`config.mk`:
```
export PLATFORM = sky130hd
export DESIGN_NAME = primary_bus_port
export DESIGN_NICKNAME = d
export VERILOG_FILES = /design/src/pbus_pkg.sv /design/src/primary_bus_port.sv /design/src/sync_2ff.sv
export SDC_FILE = /design/constraint.sdc
export NUM_CORES = 1
export LEC_CHECK = 0
export BUFFER_PORTS_ARGS = -buffer_cell sky130_fd_sc_hd__buf_2
export CORE_AREA = 2 2 126 98
export CTS_BUF_LIST = sky130_fd_sc_hd__clkbuf_8
export DETAILED_ROUTE_END_ITERATION = 6
export DIE_AREA = 0 0 128 100
export PLACE_DENSITY = 0.87
export SLEW_MARGIN = 20
export SYNTH_ARGS = -nofsm -noshare
export SYNTH_HDL_FRONTEND = slang
export SYNTH_SLANG_ARGS = --single-unit
```
`constraint.sdc`:
```
create_clock -name sys_clk -period 5.95 [get_ports sys_clk]
set_input_delay 1.19 -clock sys_clk [delete_from_list [all_inputs] [get_ports sys_clk]]
set_output_delay 1.19 -clock sys_clk [all_outputs]
set_load 0.1 [all_outputs]
```
`src/pbus_pkg.sv`:
```
package pbus_pkg;
  localparam int DATA_W = 32;
  localparam int ADDR_W = 24;
  localparam int PAGE_N = 4;
  localparam int PAGE_SEL_HI = 23;
  localparam int PAGE_SEL_LO = 22;
  localparam logic [ADDR_W-1:0] PAGE0_TOP = 24'h3FFFFF;
  localparam logic [ADDR_W-1:0] PAGE1_BASE = 24'h400000;
  localparam logic [ADDR_W-1:0] RESET_VECTOR_ADDR = 24'h000000;
  localparam logic [PAGE_N-1:0] PAGE_IDLE = 4'hF;

  typedef struct packed {
    logic req;
    logic write;
    logic [ADDR_W-1:0] addr;
    logic [DATA_W-1:0] wdata;
  } core_req_t;

  typedef struct packed {
    logic [ADDR_W-1:0] addr;
    logic [DATA_W-1:0] data;
    logic [PAGE_N-1:0] pageN;
    logic strobeN;
    logic readNotWrite;
  } bus_out_t;

  typedef struct packed {
    logic addr;
    logic data;
    logic page;
    logic strobe;
    logic readNotWrite;
    logic holdGrant;
  } bus_oe_t;

  typedef enum logic [2:0] {
    ST_BOOT,
    ST_IDLE,
    ST_ACCESS,
    ST_HOLD_WAIT,
    ST_HOLD
  } bus_state_t;
endpackage : pbus_pkg

```
`src/primary_bus_port.sv`:
```
`timescale 1ns/1ps
// How it works
// - Direction high on reads, low on writes.
// - Access strobe asserted on every external access.
// - Four decoded page strobes, floated on hold/shutdown/reset.
// - Hold request waits for current transaction end.
// - Hold floats address, data, strobe, direction; pends.
// - Hold ends on request high or ignore bit.
// - Grant low only after bus floated.
// - Grant high on request high or ignore bit.
// - Data keepers hold last level when undriven.
// - Reset floats bus except the access strobe and the grant pin.
// - After reset, fetch starts at reset vector.
// - Shutdown floats every pin including grant.
// - Page ranges ascend in address quarters.
module primary_bus_port
  import pbus_pkg::*;
#(
  parameter logic [ADDR_W-1:0] RESET_VECTOR = RESET_VECTOR_ADDR
) (
  // Clock and reset.
  input wire logic sys_clk,
  input wire logic rstn,
  // Core side.
  input wire core_req_t coreReq,
  input wire logic holdIgnoreBit,
  output logic coreAck,
  output logic [DATA_W-1:0] coreRdata,
  output logic bootFetch,
  // Pin inputs.
  input wire logic readyN,
  input wire logic holdReqN,
  input wire logic tristateShutdownN,
  input wire logic [DATA_W-1:0] dataIn,
  // Pin outputs and enables.
  output bus_out_t busOut,
  output bus_oe_t busOe,
  output logic holdGrantN
);
  logic rstSync;
  logic holdReqSync;
  logic shutdownSync;
  bus_state_t state_reg, state_next;
  bus_out_t out_reg, out_next;
  logic [DATA_W-1:0] keep_reg, keep_next;
  logic [DATA_W-1:0] rdata_reg, rdata_next;
  logic boot_reg, boot_next;
  logic ack;

  // Reset release path; sync instances also cover hold and shutdown.
  sync_2ff #(.WIDTH(1), .RESET_VAL(1'b0)) u_rst_sync (
    .clk(sys_clk),
    .rstN(rstn),
    .asyncIn(1'b1),
    .syncOut(rstSync)
  );

  sync_2ff #(.WIDTH(2), .RESET_VAL(2'h3)) u_in_sync (
    .clk(sys_clk),
    .rstN(rstn),
    .asyncIn({holdReqN, tristateShutdownN}),
    .syncOut({holdReqSync, shutdownSync})
  );

  function automatic logic [PAGE_N-1:0] pageDecode(input logic [ADDR_W-1:0] a);
    logic [PAGE_N-1:0] p;
    p = PAGE_IDLE;
    p[a[PAGE_SEL_HI:PAGE_SEL_LO]] = 1'b0;
    return p;
  endfunction : pageDecode

  logic holdWanted;
  assign holdWanted = !holdReqSync && !holdIgnoreBit;

  always_comb begin
    state_next = state_reg;
    out_next = out_reg;
    rdata_next = rdata_reg;
    boot_next = boot_reg;
    ack = 1'b0;
    unique case (state_reg)
      ST_BOOT: begin
        // First fetch comes from the reset vector.
        out_next.addr = RESET_VECTOR;
        out_next.readNotWrite = 1'b1;
        out_next.strobeN = 1'b0;
        out_next.pageN = pageDecode(RESET_VECTOR);
        boot_next = 1'b1;
        state_next = ST_ACCESS;
      end
      ST_IDLE: begin
        if (holdWanted) begin
          state_next = ST_HOLD;
        end else if (coreReq.req) begin
          out_next.addr = coreReq.addr;
          out_next.data = coreReq.wdata;
          out_next.readNotWrite = !coreReq.write;
          out_next.strobeN = 1'b0;
          out_next.pageN = pageDecode(coreReq.addr);
          state_next = ST_ACCESS;
        end
      end
      ST_ACCESS: begin
        // Address, strobe and direction stay frozen until ready.
        if (!readyN) begin
          if (out_next.readNotWrite) begin
            rdata_next = dataIn;
          end
          ack = !boot_reg;
          boot_next = 1'b0;
          out_next.strobeN = 1'b1;
          out_next.pageN = PAGE_IDLE;
          state_next = holdWanted ? ST_HOLD : ST_IDLE;
        end
      end
      ST_HOLD_WAIT: begin
        state_next = ST_HOLD;
      end
      ST_HOLD: begin
        if (!holdWanted) begin
          state_next = ST_IDLE;
        end
      end
    endcase
  end

  always_ff @(posedge sys_clk or negedge rstSync) begin
    if (!rstSync) begin
      state_reg <= ST_BOOT;
      out_reg <= '{addr: '0, data: '0, pageN: PAGE_IDLE, strobeN: 1'b1, readNotWrite: 1'b1};
      rdata_reg <= '0;
      boot_reg <= 1'b0;
    end else begin
      state_reg <= state_next;
      out_reg <= out_next;
      rdata_reg <= rdata_next;
      boot_reg <= boot_next;
    end
  end

  // The keeper mirrors the wire so a floating data bus reads its last level.
  logic dataDriven;
  assign dataDriven = busOe.data;
  always_comb begin
    keep_next = dataDriven ? out_reg.data : dataIn;
  end

  always_ff @(posedge sys_clk or negedge rstSync) begin
    if (!rstSync) begin
      keep_reg <= '0;
    end else begin
      keep_reg <= keep_next;
    end
  end

  logic inHold;
  logic shutdown;
  logic inReset;
  assign inHold = (state_reg == ST_HOLD);
  assign shutdown = !shutdownSync;
  assign inReset = !rstSync;

  always_comb begin
    busOut = out_reg;
    busOut.data = dataDriven ? out_reg.data : keep_reg;
  end

  // Grant is low only once the hold state is reached, where every output except the grant pin floats.
  assign holdGrantN = !inHold;

  always_comb begin
    busOe.addr = !(shutdown || inHold || inReset);
    busOe.readNotWrite = !(shutdown || inHold || inReset);
    busOe.page = !(shutdown || inHold || inReset);
    busOe.strobe = !(shutdown || inHold);
    busOe.data = !(shutdown || inHold || inReset) && (state_reg == ST_ACCESS)
                 && !out_reg.readNotWrite;
    busOe.holdGrant = !shutdown;
  end

  assign coreAck = ack;
  assign coreRdata = rdata_reg;
  assign bootFetch = boot_reg;

  // Shutdown corrupts state; recovery relies on the outside resetting with it released.

  chk_grant_floats: assert property (@(posedge sys_clk) disable iff (!rstSync)
    !holdGrantN |-> !busOe.addr && !busOe.strobe && !busOe.data && !busOe.readNotWrite)
    else $error("Grant low while bus driven");
  chk_grant_high: assert property (@(posedge sys_clk) disable iff (!rstSync)
    (holdReqSync || holdIgnoreBit) && state_reg != ST_HOLD |=> state_reg != ST_HOLD)
    else $error("Hold entered without request");
  chk_hold_release: assert property (@(posedge sys_clk) disable iff (!rstSync)
    inHold && !holdWanted |=> state_reg == ST_IDLE)
    else $error("Hold not released");
  chk_wait_stable: assert property (@(posedge sys_clk) disable iff (!rstSync)
    state_reg == ST_ACCESS && readyN |=> $stable(out_reg.addr) && !out_reg.strobeN)
    else $error("Bus changed during wait");
  chk_complete_first: assert property (@(posedge sys_clk) disable iff (!rstSync)
    state_reg == ST_ACCESS && readyN |=> state_reg == ST_ACCESS)
    else $error("Access abandoned before ready");
  chk_dir_write: assert property (@(posedge sys_clk) disable iff (!rstSync)
    state_reg == ST_IDLE && !holdWanted && coreReq.req |=>
      out_reg.readNotWrite == !$past(coreReq.write) && !out_reg.strobeN)
    else $error("Direction or strobe wrong");
  chk_page_onehot: assert property (@(posedge sys_clk) disable iff (!rstSync)
    state_reg == ST_ACCESS |-> out_reg.pageN == pageDecode(out_reg.addr))
    else $error("Page strobe decode wrong");
  chk_shutdown_float: assert property (@(posedge sys_clk) disable iff (!rstSync)
    shutdown |-> !busOe.holdGrant && !busOe.strobe && !busOe.page)
    else $error("Pin driven in shutdown");
  // No disable here: this one must watch the pins while the reset copy is low.
  chk_reset_float: assert property (@(posedge sys_clk)
    inReset |-> !busOe.addr && !busOe.data && !busOe.page && !busOe.readNotWrite)
    else $error("Bus driven during reset");
  chk_hold_pages: assert property (@(posedge sys_clk) disable iff (!rstSync)
    inHold |-> !busOe.page)
    else $error("Page strobes driven in hold");
  chk_boot_vector: assert property (@(posedge sys_clk) disable iff (!rstSync)
    boot_reg && state_reg == ST_ACCESS |-> out_reg.addr == RESET_VECTOR)
    else $error("Boot fetch not at reset vector");

  cov_read: cover property (@(posedge sys_clk) disable iff (!rstSync)
    state_reg == ST_ACCESS && out_reg.readNotWrite && !readyN && !boot_reg);
  cov_write_wait: cover property (@(posedge sys_clk) disable iff (!rstSync)
    state_reg == ST_ACCESS && !out_reg.readNotWrite && readyN);
  cov_hold: cover property (@(posedge sys_clk) disable iff (!rstSync)
    state_reg == ST_ACCESS ##1 inHold);
  cov_shutdown: cover property (@(posedge sys_clk) disable iff (!rstSync)
    shutdown);
endmodule : primary_bus_port

```
`src/sync_2ff.sv`:
```
`timescale 1ns/1ps
module sync_2ff #(
  parameter int WIDTH = 1,
  parameter logic [WIDTH-1:0] RESET_VAL = '0
) (
  // Clock and reset.
  input wire logic clk,
  input wire logic rstN,
  // Data.
  input wire logic [WIDTH-1:0] asyncIn,
  output logic [WIDTH-1:0] syncOut
);
  logic [WIDTH-1:0] meta_reg;
  logic [WIDTH-1:0] sync_reg;

  // The first stage is read only by the second stage to keep metastability contained.
  always_ff @(posedge clk or negedge rstN) begin
    if (!rstN) begin
      meta_reg <= RESET_VAL;
      sync_reg <= RESET_VAL;
    end else begin
      meta_reg <= asyncIn;
      sync_reg <= meta_reg;
    end
  end

  assign syncOut = sync_reg;
endmodule : sync_2ff

```
### Word-level counts from Yosys, hierarchy flattened

Cells that the tools add are included.

* logic and storage cells: 73
* output and inout bits: 103
* input bits: 96
* bits in registers: 136

* equal/unequal tests: 9
* mux-type cells: 20
* order comparisons: 2
* bitwise logic cells: 3
* reduce and logical (&&, ||, !) cells: 26

Operators with widths (count)
* 62-bit 2-to-1 mux: 2
* 32-bit 2-to-1 mux: 2
* 24-bit case mux with 2 select lines: 1
* 3-bit 2-to-1 mux: 5
* 3-bit case mux with 5 select lines: 1
* 5-bit case mux with 3 select lines: 1
* 3-bit AND reduction: 4
* 1-bit logical NOT: 10
* 2-bit inequality test, second input constant: 4
* 3-bit by 2-bit equality test with 1-bit output, second input constant: 2
* 5-bit 2-to-1 mux: 1
* 1-bit logical AND: 4
* 1-bit 2-to-1 mux: 4
* 4-bit NOT: 1
* 1-bit case mux with 2 select lines: 2
* 4-bit AND reduction: 1
* 2-bit nonzero test: 2
* 3-bit by 1-bit equality test with 1-bit output, second input constant: 1
* 3-bit equality test, second input constant: 1
* 3-bit logical NOT: 1
* 2-bit by 3-bit less-than comparator with 1-bit output, second input constant: 1
* 3-bit inequality test, second input constant: 1
* 3-bit nonzero test: 1
* 1-bit demux with 2-bit select: 1
* other kinds (4): 6

### Logic depth before layout (Yosys ltp)

* depth in word-level cells: 8
* depth in mapped cells: 5
* depth with buffers taken out: 3

### Modules after synthesis

From an unflattened synthesis, not the netlist that was laid out.

* cell total of the unflattened synthesis: 391
* area total of the unflattened synthesis: 5871.9 um2

By module, submodules not included
* primary_bus_port: cells an instance 385, sequential area each 3260.6 um2, area each 5716.7 um2, instances 1
* sync_2ff (u_in_sync): cells an instance 4, sequential area each 105.1 um2, area each 105.1 um2, instances 1
* sync_2ff (u_rst_sync): cells an instance 2, sequential area each 50.0 um2, area each 50.0 um2, instances 1

### Worst setup path before layout

Ideal clock, no wire load.

* path type: reg2out
* start point: reg u_rst_sync.sync_reg (netlist: u_rst_sync.syncOut)
* end point: out busOe[3] (netlist name)
* buffers on the path: 1
* slack: 0.036 ns
* data required time: 4.760 ns
* arrival time: 4.724 ns
* cell stages (with the launch flop): 3
* path through: dfrtp_1 -> and3_1 -> buf_4

RTL lines
* start, declared: line sync_2ff.sv:14 `logic [WIDTH-1:0] sync_reg;`
* start signal, assigned: line sync_2ff.sv:23 `sync_reg <= meta_reg;`
* end, declared: line primary_bus_port.sv:37 `output bus_oe_t busOe,`

==> impl_metrics.ini <==
[timing]
slew_violations = 0
max_slew.worst_pin.slew_ps = 1050
period_share_pct = 75.8
skew_ps = 11.8
finalSetupTns_ps = 0
slew_headroom_pct = 29.4
rsz0062_at_grt = no
post-route-min-period_ps = 4510
hold_viol_final = 0
finalSetupViolCount = 0
fmax_mhz = 222

[critical_path]
crit_chain = or3b_4 > nor3_2 > buf_12 > mux2_2 > buf_2
slowest_delay_ps = 850
critPathRequiredTime_ps = 4760
r2r_setup_slack_ps = 3130
rr_worst_depth = 4
crit_arrival_ps = 3320
worstReg2RegStart = state_reg[0]
startpoint = state_reg[2]
worstSetupStartpointType = flop
worst-setup-path-type = flop to primary output
endpoint_kind = primary output
cp_max_fo = 54
critPathSlowestCell = nor3_2
rr_endpoint = out_reg[17]

[detailed_routing]
wl_mm = 12.4
vias = 3771
drt_iter0_drc = 149
drc = 0
via_per_inst = 5.23
wire_per_inst_um = 17.2
dr.pass1.iters = 4
antenna_left = 0

[yosys]
syn_area_sq_um = 5890
yosysMostFrequentCell = dfrtp_1
yosysSeqAreaShare_pct = 58.0
syn_avg_cell_area_sq_um = 15.0
ys_ff_latch = 136
synth_top_area_share_pct = 53.6
syn_inst = 393
synth_edf_count = 0
yosysUniqueCellTypes = 34
async_flop_share_pct = 100
yosys-top-cells-count = dfrtp_1, mux2_2, buf_4, mux2_4, a22o_1
syn-num-nets = 489
synthFlopType = dfrtp_1
synth_top_area_cell = dfrtp_1
yosys-top-cells-area = dfrtp_1, mux2_2, mux2_4
yosys_warnings = 0

[clock_network]
cts_tree = done
cts_root_buffer = clkbuf_8
cts.clk_slew.worst_paths_ps = 80
cts_max_path_buffers = 2
postCtsSetupBuffers = 0
h-tree-depth = 4
clock-sinks = 136
clkLatencyLatePin_ps = 420
numCtsBuffers = 17
cts_resized = 0
cts_hold_buf = 0

[global_route]
grt_pass1_wl_mm = 19.9
gr-total-overflow = 0
grt.total_usage_pct = 20.0
grt_max_degree = 83
grt_pass1_vias = 3934
antenna_found_initial = 1

[floorplanning]
dieArea_sq_um = 12800
start_util_pct = 50.2
die_x_um = 128
ios = 199
core-area_sq_um = 11700
dieHeight_um = 100
std_cell_rows = 35

[layout]
layout.nets = 655
syn2layout_area_growth_pct = 21.6
seqCellArea_sq_um = 3420
drive_gt1_share_pct = 67.0
multiInputGateArea_sq_um = 2080
nFillCells = 903

[min_path]
holdPathStages = 0
holdCritStartpoint = u_rst_sync.meta_reg
hold_path.class = flop to flop
hold_path_end = u_rst_sync.syncOut

[placement]
gp_congestion = 0.856
port_buffers = 198
hpwl_mm = 8.72

[run_status]
outcome = complete, no violations

[flow_run]
cap_violations = 0
[cells by family after synthesis]
family / count (synthesis) / synth area share [%]
buf+inv: 60 / 6.91
other cells: 1 / 0.0637
simple gates: 23 / 2.40
flops: 136 / 58.0
compound gates: 43 / 5.84
mux: 130 / 26.8
[worst max-delay path: cells and delay by family, from the launching register on]
family                 cells  cell delay (ps)
AND/OR/NAND/NOR            2             1320
buffers and inverters      2              650
flip-flops                 1              500
multiplexers               1              380
[cell type report]
type                    count  share of cell area (%)
multi-input cells         197                    29.0
clock inverters            15                    2.48
clock buffers              17                    3.27
repair buffers            203                    14.6
well taps                 148                    2.59
diodes                      1                  0.0350
flip-flops and latches    136                    47.8
inverters                   4                   0.210
[per-stage QoR]
stage,hold WS (ps),std cells,utilization (%),cell area [sq um],setup slack (ps)
after floorplan,331,393,-,5890,36.1
after global placement,335,688,57.4,6740,1970
after detailed placement,339,688,57.4,6740,1870
after CTS,356,720,60.9,7150,1370
after global routing,363,720,60.9,7150,1160
final,353,721,61.0,7160,1440
[cell usage in the layout, fill, tap and decap left out, types with 3 or more instances in the layout]
master	count
buf_4	3
dfstp_2	10
nor2_1	4
inv_1	4
mux2_4	30
o21ai_0	4
clkbuf_8	17
nor3b_1	3
o32a_1	3
buf_2	198
clkinvlp_4	5
mux2_2	99
a22o_1	24
clkinv_2	3
bufinv_16	3
or3b_2	4
dfrtp_1	125
[how the worst max path moves through the flow]
stage                       to  slack (ps)
floorplan             busOe[3]          40
global placement    busOut[28]        1970
detailed placement   busOut[7]        1870
CTS                  busOut[7]        1370
global route        busOut[28]        1160
finish              busOut[18]        1440
[metal layers]
layer,share of wire [%],vias to the layer above,track usage (%)
met5,0,-,0
met4,2.3,0,9.21
met3,5.5,26,5.12
met2,49,140,32.0
met1,43,1902,26.1
li1,-,1703,-
Power is not shown: default switching activity piles up to over one toggle a cycle in this logic, so the estimate is an artifact.
